<file path="src/switch_global_ctrl_pkg.sv">
// Constants shared by the global control register bank and its storm meter
package switch_global_ctrl_pkg;

    // ============================================================
    // Register offsets
    localparam logic [7:0] ADDR_MII_PORT_AND_STORM_HIGH = 8'h06;
    localparam logic [7:0] ADDR_STORM_RATE_LOW          = 8'h07;
    localparam logic [7:0] ADDR_FACTORY_TEST_A          = 8'h08;
    localparam logic [7:0] ADDR_FACTORY_TEST_B          = 8'h09;
    localparam logic [7:0] ADDR_FACTORY_TEST_C          = 8'h0a;
    localparam logic [7:0] ADDR_POWER_SAVE_CONTROL      = 8'h0b;

    // ============================================================
    // Field positions
    localparam int BIT_MII_RSVD7      = 7;
    localparam int BIT_MII_HALF_DUP   = 6;
    localparam int BIT_MII_FLOW_CTRL  = 5;
    localparam int BIT_MII_10M        = 4;
    localparam int BIT_NULL_VID_REPL  = 3;
    localparam int STORM_HIGH_MSB     = 2;
    localparam int BIT_PHY_POWER_SAVE = 6;
    localparam int BIT_PS_RSVD5       = 5;

    // ============================================================
    // Widths
    localparam int STORM_W = 11;
    localparam int VID_W   = 12;
    localparam int TIMER_W = 24;

    // ============================================================
    // Reset values
    localparam logic       RST_MII_RSVD7     = 1'h0;
    localparam logic       RST_NULL_VID_REPL = 1'h0;
    localparam logic [2:0] RST_STORM_HIGH    = 3'h0;
    localparam logic [7:0] RST_STORM_LOW     = 8'h63;
    localparam logic [7:0] RST_FACTORY_A     = 8'h4e;
    localparam logic [7:0] RST_FACTORY_B     = 8'h24;
    localparam logic [7:0] RST_FACTORY_C     = 8'h24;
    localparam logic       RST_POWER_SAVE    = 1'h0;
    localparam logic       RST_PS_RSVD5      = 1'h0;

    // ============================================================
    // Timing
    localparam int CLK_HZ           = 25000000;
    localparam int INTERVAL_10_MS   = 500;
    localparam int INTERVAL_100_MS  = 67;
    localparam int INTERVAL_10_CYC  = (CLK_HZ / 1000) * INTERVAL_10_MS;
    localparam int INTERVAL_100_CYC = (CLK_HZ / 1000) * INTERVAL_100_MS;

endpackage : switch_global_ctrl_pkg

</file>
<file path="src/storm_if.sv">
// Link between the register bank and the broadcast storm meter
`timescale 1ns/100ps
interface storm_if #(
    parameter int NUM_PORTS = 3
);
    logic [switch_global_ctrl_pkg::STORM_W-1:0] threshold;
    logic [NUM_PORTS-1:0]                       port_10m;
    logic [NUM_PORTS-1:0]                       bcast_block;
    logic [NUM_PORTS-1:0]                       blocked;

    modport bank (
        output threshold,
        output port_10m,
        output bcast_block,
        input  blocked
    );

    modport meter (
        input  threshold,
        input  port_10m,
        input  bcast_block,
        output blocked
    );
endinterface : storm_if

</file>
<file path="src/storm_meter.sv">
// Per-port broadcast storm meter: interval timers and block counters
`timescale 1ns/100ps
module storm_meter #(
    parameter int NUM_PORTS        = 3,
    parameter int INTERVAL_10_CYC  = switch_global_ctrl_pkg::INTERVAL_10_CYC,
    parameter int INTERVAL_100_CYC = switch_global_ctrl_pkg::INTERVAL_100_CYC
) (
    // Clock, reset and enable
    input  wire logic ref_clk_i,
    input  wire logic sys_rst_i,
    input  wire logic ce_i,
    // Bank side
    storm_if.meter    mtr
);
    localparam int TW = switch_global_ctrl_pkg::TIMER_W;
    localparam int SW = switch_global_ctrl_pkg::STORM_W;

    typedef struct packed {
        logic [NUM_PORTS-1:0][TW-1:0] timer;
        logic [NUM_PORTS-1:0][SW-1:0] count;
        logic [NUM_PORTS-1:0]         blocked;
    } meter_t;

    meter_t st_q;
    meter_t st_d;

    // Reload value, one less than the interval length in cycles, for the port's current speed
    function automatic logic [TW-1:0] reload(input logic is_10m);
        reload = is_10m ? TW'(INTERVAL_10_CYC - 1) : TW'(INTERVAL_100_CYC - 1);
    endfunction : reload

    // ============================================================
    // Counting
    always_comb begin
        st_d = st_q;
        for (int p = 0; p < NUM_PORTS; p++) begin
            if (st_q.timer[p] == '0) begin
                st_d.timer[p] = reload(mtr.port_10m[p]);
                st_d.count[p] = mtr.bcast_block[p] ? SW'(1) : '0;
            end else begin
                st_d.timer[p] = st_q.timer[p] - TW'(1);
                if (mtr.bcast_block[p] && (st_q.count[p] != '1)) begin
                    st_d.count[p] = st_q.count[p] + SW'(1);
                end
            end
            st_d.blocked[p] = (st_d.count[p] >= mtr.threshold);
        end
    end

    always_ff @(posedge ref_clk_i or posedge sys_rst_i) begin
        if (sys_rst_i) begin
            st_q <= '0;
        end else if (ce_i) begin
            st_q <= st_d;
        end
    end

    assign mtr.blocked = st_q.blocked;

endmodule : storm_meter

</file>
<file path="src/switch_global_control_regs.sv">
// Global control registers 6 to 11 with MII port, storm and power-save control
//
// Notes on behaviour
// - Register 6 bit 5 enables MII full-duplex flow control and resets to the flow strap.
// - Register 6 bit 4 selects 10 Mbps on the MII port and resets to the speed strap.
// - Register 6 bit 3 replaces a null VLAN ID with the port default ID and resets to 0.
// - The 11-bit storm threshold is register 6 bits 2-0 above register 7.
// - The storm interval is 500 ms at 10 Mbps and 67 ms at 100 Mbps.
// - The storm threshold resets to 0x63 low and 000 high.
// - Register 11 bit 6 enables PHY power save and resets to 0.
// - Register 6 bit 6 selects MII half duplex and resets to the duplex strap.
`timescale 1ns/100ps
module switch_global_control_regs #(
    parameter int NUM_PORTS        = 3,
    parameter int INTERVAL_10_CYC  = switch_global_ctrl_pkg::INTERVAL_10_CYC,
    parameter int INTERVAL_100_CYC = switch_global_ctrl_pkg::INTERVAL_100_CYC
) (
    // Clock, reset, enable
    input  wire logic                       ref_clk_i,
    input  wire logic                       sys_rst_i,
    input  wire logic                       ce_i,
    // Strap pins
    input  wire logic                       flow_control_strap_pin_i,
    input  wire logic                       speed_strap_pin_i,
    input  wire logic                       duplex_strap_pin_i,
    // Register access
    input  wire logic [7:0]                 reg_addr_i,
    input  wire logic                       reg_wr_i,
    input  wire logic [7:0]                 reg_wdata_i,
    input  wire logic                       reg_rd_i,
    output logic      [7:0]                 reg_rdata_o,
    output logic                            reg_rvalid_o,
    // MII port, PHY power-save and storm threshold control
    output logic                            mii_half_duplex_o,
    output logic                            mii_flow_ctrl_o,
    output logic                            mii_10m_o,
    output logic                            phy_power_save_o,
    output logic      [10:0]                storm_threshold_o,
    // Broadcast storm metering
    input  wire logic [NUM_PORTS-2:0]       phy_10m_i,
    input  wire logic [NUM_PORTS-1:0]       bcast_block_i,
    output logic      [NUM_PORTS-1:0]       storm_drop_o,
    // VLAN ID path
    input  wire logic [NUM_PORTS-1:0]       tag_valid_i,
    input  wire logic [NUM_PORTS-1:0][11:0] tag_vid_i,
    input  wire logic [NUM_PORTS-1:0][11:0] default_vid_i,
    output logic      [NUM_PORTS-1:0]       tag_valid_o,
    output logic      [NUM_PORTS-1:0][11:0] tag_vid_o
);
    localparam int SW = switch_global_ctrl_pkg::STORM_W;
    localparam int VW = switch_global_ctrl_pkg::VID_W;

    // ============================================================
    // State
    typedef struct packed {
        logic                         strap_pend;
        logic                         mii_rsvd7;
        logic                         half_duplex;
        logic                         flow_ctrl;
        logic                         mii_10m;
        logic                         null_vid_repl;
        logic [2:0]                   storm_high;
        logic [7:0]                   storm_low;
        logic [7:0]                   factory_a;
        logic [7:0]                   factory_b;
        logic [7:0]                   factory_c;
        logic                         power_save;
        logic                         ps_rsvd5;
        logic [7:0]                   rdata;
        logic                         rvalid;
        logic [NUM_PORTS-1:0]         vid_valid;
        logic [NUM_PORTS-1:0][VW-1:0] vid;
    } bank_t;

    localparam bank_t BANK_RST = '{
        strap_pend:    1'h1,
        mii_rsvd7:     switch_global_ctrl_pkg::RST_MII_RSVD7,
        half_duplex:   1'h0,
        flow_ctrl:     1'h0,
        mii_10m:       1'h0,
        null_vid_repl: switch_global_ctrl_pkg::RST_NULL_VID_REPL,
        storm_high:    switch_global_ctrl_pkg::RST_STORM_HIGH,
        storm_low:     switch_global_ctrl_pkg::RST_STORM_LOW,
        factory_a:     switch_global_ctrl_pkg::RST_FACTORY_A,
        factory_b:     switch_global_ctrl_pkg::RST_FACTORY_B,
        factory_c:     switch_global_ctrl_pkg::RST_FACTORY_C,
        power_save:    switch_global_ctrl_pkg::RST_POWER_SAVE,
        ps_rsvd5:      switch_global_ctrl_pkg::RST_PS_RSVD5,
        rdata:         8'h00,
        rvalid:        1'h0,
        vid_valid:     '0,
        vid:           '0
    };

    bank_t st_q;
    bank_t st_d;

    // Register 6 as seen by software
    function automatic logic [7:0] mii_reg(input bank_t s);
        mii_reg = '0;
        mii_reg[switch_global_ctrl_pkg::BIT_MII_RSVD7]     = s.mii_rsvd7;
        mii_reg[switch_global_ctrl_pkg::BIT_MII_HALF_DUP]  = s.half_duplex;
        mii_reg[switch_global_ctrl_pkg::BIT_MII_FLOW_CTRL] = s.flow_ctrl;
        mii_reg[switch_global_ctrl_pkg::BIT_MII_10M]       = s.mii_10m;
        mii_reg[switch_global_ctrl_pkg::BIT_NULL_VID_REPL] = s.null_vid_repl;
        mii_reg[switch_global_ctrl_pkg::STORM_HIGH_MSB:0]  = s.storm_high;
    endfunction : mii_reg

    // Register 11 as seen by software; unimplemented bits read zero
    function automatic logic [7:0] ps_reg(input bank_t s);
        ps_reg = '0;
        ps_reg[switch_global_ctrl_pkg::BIT_PHY_POWER_SAVE] = s.power_save;
        ps_reg[switch_global_ctrl_pkg::BIT_PS_RSVD5]       = s.ps_rsvd5;
    endfunction : ps_reg

    // ============================================================
    // Next state
    always_comb begin
        st_d = st_q;

        // Writes
        if (reg_wr_i) begin
            unique case (reg_addr_i)
                switch_global_ctrl_pkg::ADDR_MII_PORT_AND_STORM_HIGH: begin
                    st_d.mii_rsvd7     = reg_wdata_i[switch_global_ctrl_pkg::BIT_MII_RSVD7];
                    st_d.half_duplex   = reg_wdata_i[switch_global_ctrl_pkg::BIT_MII_HALF_DUP];
                    st_d.flow_ctrl     = reg_wdata_i[switch_global_ctrl_pkg::BIT_MII_FLOW_CTRL];
                    st_d.mii_10m       = reg_wdata_i[switch_global_ctrl_pkg::BIT_MII_10M];
                    st_d.null_vid_repl = reg_wdata_i[switch_global_ctrl_pkg::BIT_NULL_VID_REPL];
                    st_d.storm_high    = reg_wdata_i[switch_global_ctrl_pkg::STORM_HIGH_MSB:0];
                end
                switch_global_ctrl_pkg::ADDR_STORM_RATE_LOW: begin
                    st_d.storm_low = reg_wdata_i;
                end
                switch_global_ctrl_pkg::ADDR_FACTORY_TEST_A: begin
                    st_d.factory_a = reg_wdata_i;
                end
                switch_global_ctrl_pkg::ADDR_FACTORY_TEST_B: begin
                    st_d.factory_b = reg_wdata_i;
                end
                switch_global_ctrl_pkg::ADDR_FACTORY_TEST_C: begin
                    st_d.factory_c = reg_wdata_i;
                end
                switch_global_ctrl_pkg::ADDR_POWER_SAVE_CONTROL: begin
                    st_d.power_save = reg_wdata_i[switch_global_ctrl_pkg::BIT_PHY_POWER_SAVE];
                    st_d.ps_rsvd5   = reg_wdata_i[switch_global_ctrl_pkg::BIT_PS_RSVD5];
                end
                default: begin
                end
            endcase
        end

        // Strap load on the first enabled edge after reset
        if (st_q.strap_pend) begin
            st_d.strap_pend  = 1'b0;
            st_d.flow_ctrl   = flow_control_strap_pin_i;
            st_d.mii_10m     = speed_strap_pin_i;
            st_d.half_duplex = duplex_strap_pin_i;
        end

        // Reads return the value before any same-cycle write
        st_d.rvalid = reg_rd_i;
        if (reg_rd_i) begin
            unique case (reg_addr_i)
                switch_global_ctrl_pkg::ADDR_MII_PORT_AND_STORM_HIGH: st_d.rdata = mii_reg(st_q);
                switch_global_ctrl_pkg::ADDR_STORM_RATE_LOW:          st_d.rdata = st_q.storm_low;
                switch_global_ctrl_pkg::ADDR_FACTORY_TEST_A:          st_d.rdata = st_q.factory_a;
                switch_global_ctrl_pkg::ADDR_FACTORY_TEST_B:          st_d.rdata = st_q.factory_b;
                switch_global_ctrl_pkg::ADDR_FACTORY_TEST_C:          st_d.rdata = st_q.factory_c;
                switch_global_ctrl_pkg::ADDR_POWER_SAVE_CONTROL:      st_d.rdata = ps_reg(st_q);
                default:                                              st_d.rdata = 8'h00;
            endcase
        end

        // Null VLAN ID replacement
        st_d.vid_valid = tag_valid_i;
        for (int p = 0; p < NUM_PORTS; p++) begin
            if (tag_valid_i[p]) begin
                if (st_q.null_vid_repl && (tag_vid_i[p] == '0)) begin
                    st_d.vid[p] = default_vid_i[p];
                end else begin
                    st_d.vid[p] = tag_vid_i[p];
                end
            end
        end
    end

    // ============================================================
    // Registers
    always_ff @(posedge ref_clk_i or posedge sys_rst_i) begin
        if (sys_rst_i) begin
            st_q <= BANK_RST;
        end else if (ce_i) begin
            st_q <= st_d;
        end
    end

    // ============================================================
    // Storm meter
    storm_if #(
        .NUM_PORTS (NUM_PORTS)
    ) storm_link ();

    assign storm_link.threshold   = {st_q.storm_high, st_q.storm_low};
    assign storm_link.port_10m    = {st_q.mii_10m, phy_10m_i};
    assign storm_link.bcast_block = bcast_block_i;

    storm_meter #(
        .NUM_PORTS        (NUM_PORTS),
        .INTERVAL_10_CYC  (INTERVAL_10_CYC),
        .INTERVAL_100_CYC (INTERVAL_100_CYC)
    ) storm_meter_i (
        .ref_clk_i (ref_clk_i),
        .sys_rst_i (sys_rst_i),
        .ce_i      (ce_i),
        .mtr       (storm_link)
    );

    // ============================================================
    // Outputs
    assign reg_rdata_o       = st_q.rdata;
    assign reg_rvalid_o      = st_q.rvalid;
    assign mii_half_duplex_o = st_q.half_duplex;
    assign mii_flow_ctrl_o   = st_q.flow_ctrl;
    assign mii_10m_o         = st_q.mii_10m;
    assign phy_power_save_o  = st_q.power_save;
    assign storm_threshold_o = SW'({st_q.storm_high, st_q.storm_low});
    assign storm_drop_o      = storm_link.blocked;
    assign tag_valid_o       = st_q.vid_valid;
    assign tag_vid_o         = st_q.vid;

endmodule : switch_global_control_regs

</file>
<file path="config.mk">
export PLATFORM = sky130hd
export DESIGN_NAME = switch_global_control_regs
export DESIGN_NICKNAME = d
export VERILOG_FILES = /design/src/switch_global_ctrl_pkg.sv /design/src/storm_if.sv /design/src/storm_meter.sv /design/src/switch_global_control_regs.sv
export SDC_FILE = /design/constraint.sdc
export NUM_CORES = 1
export LEC_CHECK = 0
export ABC_AREA = 1
export BUFFER_PORTS_ARGS = -buffer_cell sky130_fd_sc_hd__buf_2
export CAP_MARGIN = 10
export CORE_MARGIN = 8
export CORE_UTILIZATION = 40
export CTS_CLUSTER_SIZE = 12
export DETAILED_ROUTE_END_ITERATION = 10
export GPL_TIMING_DRIVEN = 0
export PLACE_DENSITY = 0.72
export SLEW_MARGIN = 20
export SYNTH_ARGS = -nofsm -noshare
export SYNTH_HDL_FRONTEND = slang
export SYNTH_HIERARCHICAL = 1
export SYNTH_SLANG_ARGS = --single-unit
</file>
<file path="constraint.sdc">
create_clock -name ref_clk_i -period 3.1 [get_ports ref_clk_i]
set_input_delay 0.31 -clock ref_clk_i [delete_from_list [all_inputs] [get_ports ref_clk_i]]
set_output_delay 0.31 -clock ref_clk_i [all_outputs]
set_load 0.05 [all_outputs]
</file>
==> results.ini, run 1 <==
[outcome]
status = finished, final reports clean

[global_route]
antenna_found_initial = 6
grt_usage_pct = 19.7
grt_max_degree = 74
gr-total-overflow = 0
grt_pass1_wl_mm = 62.7
grt_pass1_vias = 12600

[synthesis]
synth_ff_type = dfrtp_1
synth_edf_count = 0
post_synth.cell_area_avg_sq_um = 7.15
async_flop_share_pct = 100
synth.area.top_cells = dfrtp_1 (35%), nand2_1 (16%), nor2_1 (6.8%), nand3_1 (5.4%), inv_1 (4.2%)
synth_common_cells = nand2_1 (573), nor2_1 (238), dfrtp_1 (186), inv_1 (146), nand3_1 (142)
syn-instance-count = 1834
synth_seq_cells = 199
synthesis.area_sq_um = 13100
synth_top_area_cell = dfrtp_1
synth_most_common_cell = nand2_1
ys_types = 47
synth_fp_nets = 1977
ys.warnings.count = 6
synth_top_area_share_pct = 35.5
synth_seq_area_share_pct = 38.1

[clocking]
clkSinkCount = 199
clkSlewWorstSetupHoldPaths_ps = 90
cts_buffers = 17
h-tree-depth = 4
postCtsSetupBuffers = 0
cts_tree = done
clockBufferDepth = 2
insertion_delay_ps = 450
cts-root-buf = clkbuf_16

[timing]
timing.hold.ws_ps = 102
slew_headroom_pct = 54.8
finalCritPeriodShare_pct = 87.6
slew_violations = 0
setup_viol = 0
tightest_slew_ps = 678
period_minus_slack_ps = 2720
rsz0062_at_grt = false
hold_viol = 0
fin_skew_ps = 15.7
fmax_mhz = 368

[setup_path]
cp-end-kind = flop
cp_common_cell = nand2_1
r2r_cells = 15
r2r-end = storm_meter_i/mtr.blocked[1]
arrival_ps = 3100
crit_fanout = 10
path_cells = inv_1, ha_1, nand2_1, nor2_4, nand3_2, inv_2, buf_4, a21oi_1, ha_1, nand2_1, nor3_1, nand4_1, nand4_1, nand2_1, nand2_1
timing.rr.start = storm_meter_i/st_q[60]
cp_slowest_stage_delay_ps = 390
worstSetupStartpointType = flop
crit_family = simple AND/OR/NAND/NOR gates
path_buf_inv = 3
r2r_setup_slack_ps = 380
cpMaxStageDelayCell = dfrtp_1
required_ps = 3480
critPathKind = flop to flop

[finish]
syn_to_final_growth_pct = 16.2
final_layout_size_suffix_gt1_share_pct = 20.3
finalInstanceArea_sq_um = 15200
nets = 2171
fin_util_pct = 47.0

[route]
viasPerCell = 5.06
wl_mm = 37.6
vias = 12600
ant_nets = 0
drt_iter0_drc = 936
wl_per_cell_um = 15.1
dr.pass1.iters = 5
drc = 0

[placement]
placed_area_sq_um = 14600
gp_congestion = 0.942
port_buffers = 169
dp_hpwl_mm = 28.6

[floorplanning]
rows = 66
dieArea_sq_um = 38800
top_level_ports = 170
die_height_um = 197
core_area_sq_um = 32500
die_w_um = 197
start_util_pct = 40.4

[worst_hold_path]
hold_path.class = input port to flop
hold_start = default_vid_i[11]
min_to = tag_vid_o[11]
hold_depth = 3

[power]
irDropWorstVdd_uv = 406
leakagePower_nw = 7.78
finalPower_mw = 8.62
power_density_nw_per_um2 = 566

[job]
drv_cap = 0

## sequential cells by signal, summed over array words and instances, names as in the netlist
name	cells
reg_rvalid_o	1
reg_rdata_o	8
storm_threshold_o	11
storm_meter_i/st_q	105
phy_power_save_o	1
mii_10m_o	1
mii_half_duplex_o	1
tag_valid_o	3
storm_meter_i/mtr.blocked	3
mii_flow_ctrl_o	1
tag_vid_o	36
st_q	28
## cell usage in the layout, fill, tap and decap left out, drive strengths merged, types with 21 or more instances in the layout
cell type and count:
a21oi 82, buf 271, clkbuf 30, dfrtp 186
ha 39, inv 166, nand2 589, nand3 153
nand4 41, nor2 278, o21ai 85, xnor2 21
xor2 28
## layout make-up
type                       count  area (sq um)
fill                        3175         17200
multi-input combinational   1370          6810
sequential                   199          5000
timing repair buffer         175           978
buffer                       108           724
inverter                     157           598
tap                          442           553
clock buffer                  19           443
clock inverter                13           126
antenna                        2          5.00
## stage by stage
| step | instances | setup slack [ps] | setup TNS, ps |
|---|---|---|---|
| floorplan | 1834 | 448 | 0 |
| global placement | 2445 | -780 | -60050 |
| detailed placement | 2450 | 328 | 0 |
| CTS | 2483 | 277 | 0 |
| global route | 2485 | 111 | 0 |
| finish | 2485 | 383 | 0 |
## routing by layer
metal | vias to the layer above | part of all wire (%) | GRT usage (%) | routed length [um]
met4 | 8 | 1.9 | 5.18 | 727
met5 | - | 0.12 | 0 | 46
li1 | 6199 | - | - | -
met1 | 5857 | 42 | 24.2 | 16000
met3 | 65 | 8.3 | 6.15 | 3130
met2 | 440 | 47 | 33.1 | 17700
## tightest hold or removal path: stages
cell	delay [ps]
buf_2	100
nand2_1	60
a21oi_1	50
## where the power goes
group,internal [mW],switching [mW]
Sequential,3.04,0.494
Combinational,1.03,1.82
Clock,1.10,1.14
## worst max-delay path by stage
stage / start / to / slack (ps) / cells past startpoint
floorplan: sys_rst_i / mii_10m_o / 450 / 1
global placement: sys_rst_i / reg_rdata_o[6] / -780 / 2
detailed placement: storm_meter_i/st_q[36] / storm_meter_i/mtr.blocked[0] / 330 / 16
CTS: storm_meter_i/st_q[36] / storm_meter_i/mtr.blocked[0] / 280 / 16
global route: storm_meter_i/st_q[36] / storm_meter_i/mtr.blocked[0] / 110 / 16
finish: storm_meter_i/st_q[60] / storm_meter_i/mtr.blocked[1] / 380 / 15
## cell families (layout without fill, tap and decap cells)
logic type               Yosys count  in the layout  synth area share [%]
AND/OR/NAND/NOR                 1099           1099                  37.4
buffers and inverters            265            472                  10.0
flip-flops                       199            199                  38.1
AO/OA/AOI/OAI                    183            183                  7.54
XOR/XNOR                          49             49                  3.27
adder cells (fa/ha/maj)           39             39                  3.72
other                              0              2                     0
## what timing repair did
item                       4_1_cts  5_1_grt
hold endpoints to repair        32        0
hold buffers                     1        0
setup endpoints to repair        0        1
gates resized for setup          0        1
Power figures use the tool's default switching activity.
==> run 2: changes to the inputs <==
MAX_ROUTING_LAYER = met4   (was unset)
==> results.ini, run 2 (synthesis results as in run 1) <==
[finish]
syn_to_final_growth_pct = 16.3  ; was 16.2%
finalInstanceArea_sq_um = 15300  ; was 15200 sq um
fin_util_pct = 47.0  ; about the same
final_layout_size_suffix_gt1_share_pct = 20.3  ; about the same
top_register = storm_meter_i/st_q  ; unchanged
nets = 2170  ; was 2171
num-fill-cells = 3214  ; was 3175
final_common_cell = nand2_1  ; unchanged
largest_reg_flops = 105  ; unchanged
final_cell_mix = nand2_1 (573), nor2_1 (238), buf_2 (192)  ; unchanged

[route]
wl_per_cell_um = 15.5  ; was 15.1 um
vias = 12600  ; about the same
drc = 0  ; unchanged
drt_iter0_drc = 950  ; was 936
viasPerCell = 5.05  ; was 5.06
dr.pass1.iters = 5  ; unchanged
wl_mm = 38.4  ; was 37.6 mm
ant_nets = 0  ; unchanged

[timing]
finalCritPeriodShare_pct = 94.2  ; was 87.6%
period_minus_slack_ps = 2920  ; was 2720 ps
fmax_mhz = 342  ; was 368 MHz
slew_headroom_pct = 54.0  ; was 54.8%
tightest_slew_ps = 691  ; was 678 ps
timing.hold.ws_ps = 82.0  ; was 102 ps
slew_violations = 0  ; unchanged
finalSetupTns_ps = 0  ; unchanged
setup_viol = 0  ; unchanged
fin_skew_ps = 32.3  ; was 15.7 ps
rsz0062_at_grt = false  ; unchanged
hold_viol = 0  ; unchanged

[floorplanning]
die_w_um = 197  ; unchanged
rows = 66  ; unchanged
core_area_sq_um = 32500  ; unchanged
start_util_pct = 40.4  ; unchanged
die_height_um = 197  ; unchanged
top_level_ports = 170  ; unchanged
dieArea_sq_um = 38800  ; unchanged

[setup_path]
path_cells = inv_1, ha_1, inv_1, nor2_1, nand3_2, nor2_4, nand2_2, nor3_2, nor2_1, ha_1, a21oi_1, o21ai_0, nand3_1, nand4_1, nand2_1, nand2_1  ; was inv_1, ha_1, nand2_1, nor2_4, nand3_2, inv_2, buf_4, a21oi_1, ha_1, nand2_1, nor3_1, nand4_1, nand4_1, nand2_1, nand2_1
required_ps = 3460  ; was 3480 ps
cp_slowest_stage_delay_ps = 410  ; was 390 ps
r2r_setup_slack_ps = 180  ; was 380 ps
arrival_ps = 3280  ; was 3100 ps
crit_fanout = 5  ; was 10
critPathKind = flop to flop  ; unchanged
cp-end-kind = flop  ; unchanged
r2r_cells = 16  ; was 15
timing.rr.start = storm_meter_i/st_q[37]  ; was storm_meter_i/st_q[60]
crit_end = storm_meter_i/mtr.blocked[0]  ; was storm_meter_i/mtr.blocked[1]
cpMaxStageDelayCell = nor3_2  ; was dfrtp_1
worstSetupStartpointType = flop  ; unchanged
r2r-end = storm_meter_i/mtr.blocked[0]  ; was storm_meter_i/mtr.blocked[1]
cp-startpoint = storm_meter_i/st_q[37]  ; was storm_meter_i/st_q[60]

[clocking]
clkSinkCount = 199  ; unchanged
h-tree-depth = 4  ; unchanged
cts_tree = done  ; unchanged
clkSlewWorstSetupHoldPaths_ps = 90  ; about the same
postCtsSetupBuffers = 0  ; unchanged
insertion_delay_ps = 460  ; was 450 ps
cts_buffers = 17  ; unchanged
ctsResizeCount = 0  ; unchanged
cts-root-buf = clkbuf_16  ; unchanged
clockBufferDepth = 2  ; unchanged

[worst_hold_path]
hold_path.class = input port to flop  ; unchanged

[power]
combPwrFrac_pct = 32.8  ; was 33.1%
finalPower_mw = 8.81  ; was 8.62 mW
pwr-share-clk_pct = 27.0  ; was 25.9%
switching_share_pct = 39.7  ; was 40.1%
leakagePower_nw = 7.77  ; was 7.78 nW
p_int_mw = 5.32  ; was 5.16 mW
irDropWorstVdd_uv = 417  ; was 406 uV
p_seq_share_pct = 40.2  ; was 41.0%
power_density_nw_per_um2 = 577  ; was 566 nW/um^2
switchingPower_mw = 3.49  ; was 3.46 mW

[placement]
placed_area_sq_um = 14600  ; about the same
port_buffers = 169  ; unchanged
dp_hpwl_mm = 28.9  ; was 28.6 mm
gp_congestion = 0.949  ; was 0.942

[outcome]
status = finished, final reports clean  ; unchanged

[global_route]
antenna_found_initial = 4  ; was 6
grt_max_degree = 73  ; was 74
grt_pass1_vias = 12700  ; was 12600
grt_pass1_wl_mm = 63.6  ; was 62.7 mm
grt_usage_pct = 20.7  ; was 19.7%
gr-total-overflow = 0  ; unchanged

[job]
drv_cap = 0  ; unchanged

==> run 2: per-layer routing <==
metal | vias to the layer above | track usage (%) | routed length, um
li1 | 6204 | - | -
met1 | 5851 | 25.2 | 16800
met2 | 458 | 34.2 | 18400
met3 | 47 | 4.97 | 2680
met4 | 0 | 5.57 | 527
met5 | - | - | 0
==> run 2: final cells by class <==
class                      count  area, sq um  area share (%)
multi-input combinational   1370         6810            44.6
inverter                     157          598            3.92
buffer                       108          724            4.75
clock inverter                14          183            1.20
sequential                   199         5000            32.8
clock buffer                  18          439            2.88
antenna                        4         10.0          0.0656
tap                          442          553            3.63
timing repair buffer         174          943            6.18
==> run 2: critical path, delay by kind of cell, from the launching register on <==
| kind | cells | cell delay (ps) |
|---|---|---|
| fa+ha+maj | 2 | 590 |
| simple gates | 10 | 1390 |
| buf+inv | 2 | 150 |
| flops | 1 | 390 |
| compound gates | 2 | 310 |
==> run 2: worst min path at each step <==
stage / startpoint / end / slack [ps] / cells past startpoint
after global placement: st_q[60] / st_q[60] / 460 / 2
after global routing: default_vid_i[2] / tag_vid_o[2] / 80 / 3
after floorplan: reg_wdata_i[7] / storm_threshold_o[7] / 430 / 2
after CTS: reg_wdata_i[7] / storm_threshold_o[7] / 70 / 3
final: reg_wdata_i[7] / storm_threshold_o[7] / 80 / 3
after detailed placement: sys_rst_i / tag_vid_o[32] / 300 / 2
==> run 2: repair_timing <==
action,4_1_cts,5_1_grt
hold buffers,1,0
setup endpoints to repair,0,0
endpoints found under the hold margin,36,0
==> run 2: through the flow <==
step           worst slack [ps]  std cells
2_1_floorplan               448       1834
3_3_place_gp               -747       2445
3_5_place_dp                206       2449
4_1_cts                     185       2482
5_1_grt                    15.7       2486
6_report                    179       2486
==> run 2: power by group through the flow <==
stage / logic [mW] / clock network, mW / registers [mW]
after floorplan: 2.25 / 0 / 3.46
after global placement: 2.75 / 0 / 3.56
after detailed placement: 2.86 / 0 / 3.56
after CTS: 2.88 / 2.43 / 3.53
after global routing: 3.27 / 2.51 / 3.61
final: 2.89 / 2.38 / 3.54
==> run 3: changes to the inputs <==
PLACE_DENSITY = 0.7   (was 0.72)
clock period = 3.4 ns   (was 3.1 ns; I/O delays follow)
==> results.ini, run 3 (synthesis results as in run 1) <==
[job]
drv_cap = 0  ; unchanged

[timing]
setup_ws_ps = 580  ; was 179 ps
fin_skew_ps = 15.4  ; was 32.3 ps
tightest_slew_ps = 736  ; was 691 ps
hold_viol = 0  ; unchanged
period_minus_slack_ps = 2820  ; was 2920 ps
fmax_mhz = 355  ; was 342 MHz
setup_viol = 0  ; unchanged
slew_headroom_pct = 51.0  ; was 54.0%
finalCritPeriodShare_pct = 82.9  ; was 94.2%
slew_violations = 0  ; unchanged
rsz0062_at_grt = false  ; unchanged

[clocking]
cts_buffers = 17  ; unchanged
clkSlewWorstSetupHoldPaths_ps = 80  ; was 90 ps
h-tree-depth = 4  ; unchanged
clkSinkCount = 199  ; unchanged
postCtsSetupBuffers = 0  ; unchanged
cts_tree = done  ; unchanged
cts-root-buf = clkbuf_16  ; unchanged
clockBufferDepth = 2  ; unchanged
insertion_delay_ps = 450  ; was 460 ps
ctsResizeCount = 0  ; unchanged

[route]
dr.pass1.iters = 6  ; was 5
drc = 0  ; unchanged
vias = 12400  ; was 12600
wl_per_cell_um = 15.2  ; was 15.5 um
viasPerCell = 5.01  ; was 5.05
ant_nets = 0  ; unchanged
wl_mm = 37.7  ; was 38.4 mm
drt_iter0_drc = 756  ; was 950

[floorplanning]
start_util_pct = 40.4  ; unchanged
rows = 66  ; unchanged
top_level_ports = 170  ; unchanged
die_height_um = 197  ; unchanged
dieArea_sq_um = 38800  ; unchanged
core_area_sq_um = 32500  ; unchanged
die_w_um = 197  ; unchanged

[power]
power_density_nw_per_um2 = 517  ; was 577 nW/um^2
leakagePower_nw = 7.74  ; was 7.77 nW
irDropWorstVdd_uv = 378  ; was 417 uV
finalPower_mw = 7.84  ; was 8.81 mW

[worst_hold_path]
hold_path.class = input port to flop  ; unchanged
hold_start = reg_wdata_i[7]  ; unchanged

[global_route]
grt_pass1_vias = 12400  ; was 12700
antenna_found_initial = 2  ; was 4
gr-total-overflow = 0  ; unchanged
grt_max_degree = 81  ; was 73
grt_usage_pct = 20.2  ; was 20.7%
grt_pass1_wl_mm = 62.3  ; was 63.6 mm

[setup_path]
crit_fanout = 5  ; unchanged
required_ps = 3780  ; was 3460 ps
cp-startpoint = storm_meter_i/st_q[36]  ; was storm_meter_i/st_q[37]
timing.rr.start = storm_meter_i/st_q[36]  ; was storm_meter_i/st_q[37]
cp-end-kind = flop  ; unchanged
critPathKind = flop to flop  ; unchanged
worstSetupStartpointType = flop  ; unchanged
arrival_ps = 3200  ; was 3280 ps

[finish]
fin_util_pct = 46.7  ; was 47.0%
finalInstanceArea_sq_um = 15200  ; was 15300 sq um
final_common_cell = nand2_1  ; unchanged
final_layout_size_suffix_gt1_share_pct = 20.2  ; was 20.3%
final_cell_mix = nand2_1 (573), nor2_1 (238), buf_2 (192)  ; unchanged
nets = 2168  ; was 2170
syn_to_final_growth_pct = 15.6  ; was 16.3%
top_register = storm_meter_i/st_q  ; unchanged
largest_reg_flops = 105  ; unchanged

[placement]
dpl_worst_slack_ps = 630  ; was 206 ps
placed_area_sq_um = 14600  ; about the same
port_buffers = 169  ; unchanged
gp_congestion = 0.943  ; was 0.949
dp_hpwl_mm = 28.8  ; was 28.9 mm

[outcome]
status = finished, final reports clean  ; unchanged

## run 3: cell count changes in the layout (fill, tap and decap cells not counted), sizes merged
cell / previous run / this run
inv: 162 / 166
clkinvlp: 2 / 1
bufinv: 2 / 0
clkinv: 5 / 4
buf: 270 / 268
diode: 4 / 2
## run 3: power by group
group / leakage (nW) / internal (mW) / switching [mW]
logic: 4.99 / 0.930 / 1.68
clock network: 0.283 / 0.993 / 1.02
registers: 2.47 / 2.77 / 0.448
## run 3: metrics by stage
stage	TNS [ps]	hold WS [ps]	cells
floorplan	0	450	1834
global placement	-176290	462	2445
detailed placement	0	301	2447
CTS	0	92.4	2480
global route	0	106	2482
finish	0	114	2482
## run 3: final timing paths
kind | end | cells past startpoint | slack (ps)
worst min register to register | st_q[52] | 2 | 480
worst max-delay path | storm_meter_i/mtr.blocked[0] | 16 | 580
worst min-delay path | storm_threshold_o[7] | 3 | 110
min in group asynchronous | tag_vid_o[3] | 3 | 390
max in group asynchronous | storm_meter_i/st_q[70] | 4 | 2140
worst max register to register | storm_meter_i/mtr.blocked[0] | 16 | 580
## run 3: worst max-delay path, stage by stage, from the launching register on
cell	delay [ps]
dfrtp_1	380
inv_1	100
ha_1	220
inv_1	50
nor2_1	110
nand3_2	110
nor2_4	170
nand2_2	100
nor3_2	370
a21oi_1	120
ha_1	330
nand2_1	80
nor3_1	220
nand4_1	120
nand4_1	100
nand2_1	70
nand2_1	100
## run 3: cell type report
class,count,area [sq um]
diodes,2,5.00
plain buffers,108,724
clock buffers,18,439
clock inverters,14,131
fillers,3212,17300
inverters,157,599
multi-input cells,1370,6810
flip-flops and latches,199,5000
well taps,442,553
repair buffers,172,911
## run 3: what timing repair did
item / 4_1_cts / 5_1_grt
setup endpoints to repair: 0 / 0
hold endpoints to repair: 11 / 0
hold buffers: 1 / 0
## run 3: routing by layer
layer / global-route usage, % / vias up / part of all wire, %
met4: 6.21 / 0 / 2.3
met5: - / - / 0
met3: 4.68 / 55 / 6.7
li1: - / 6199 / -
met2: 32.5 / 386 / 46
met1: 25.1 / 5786 / 45
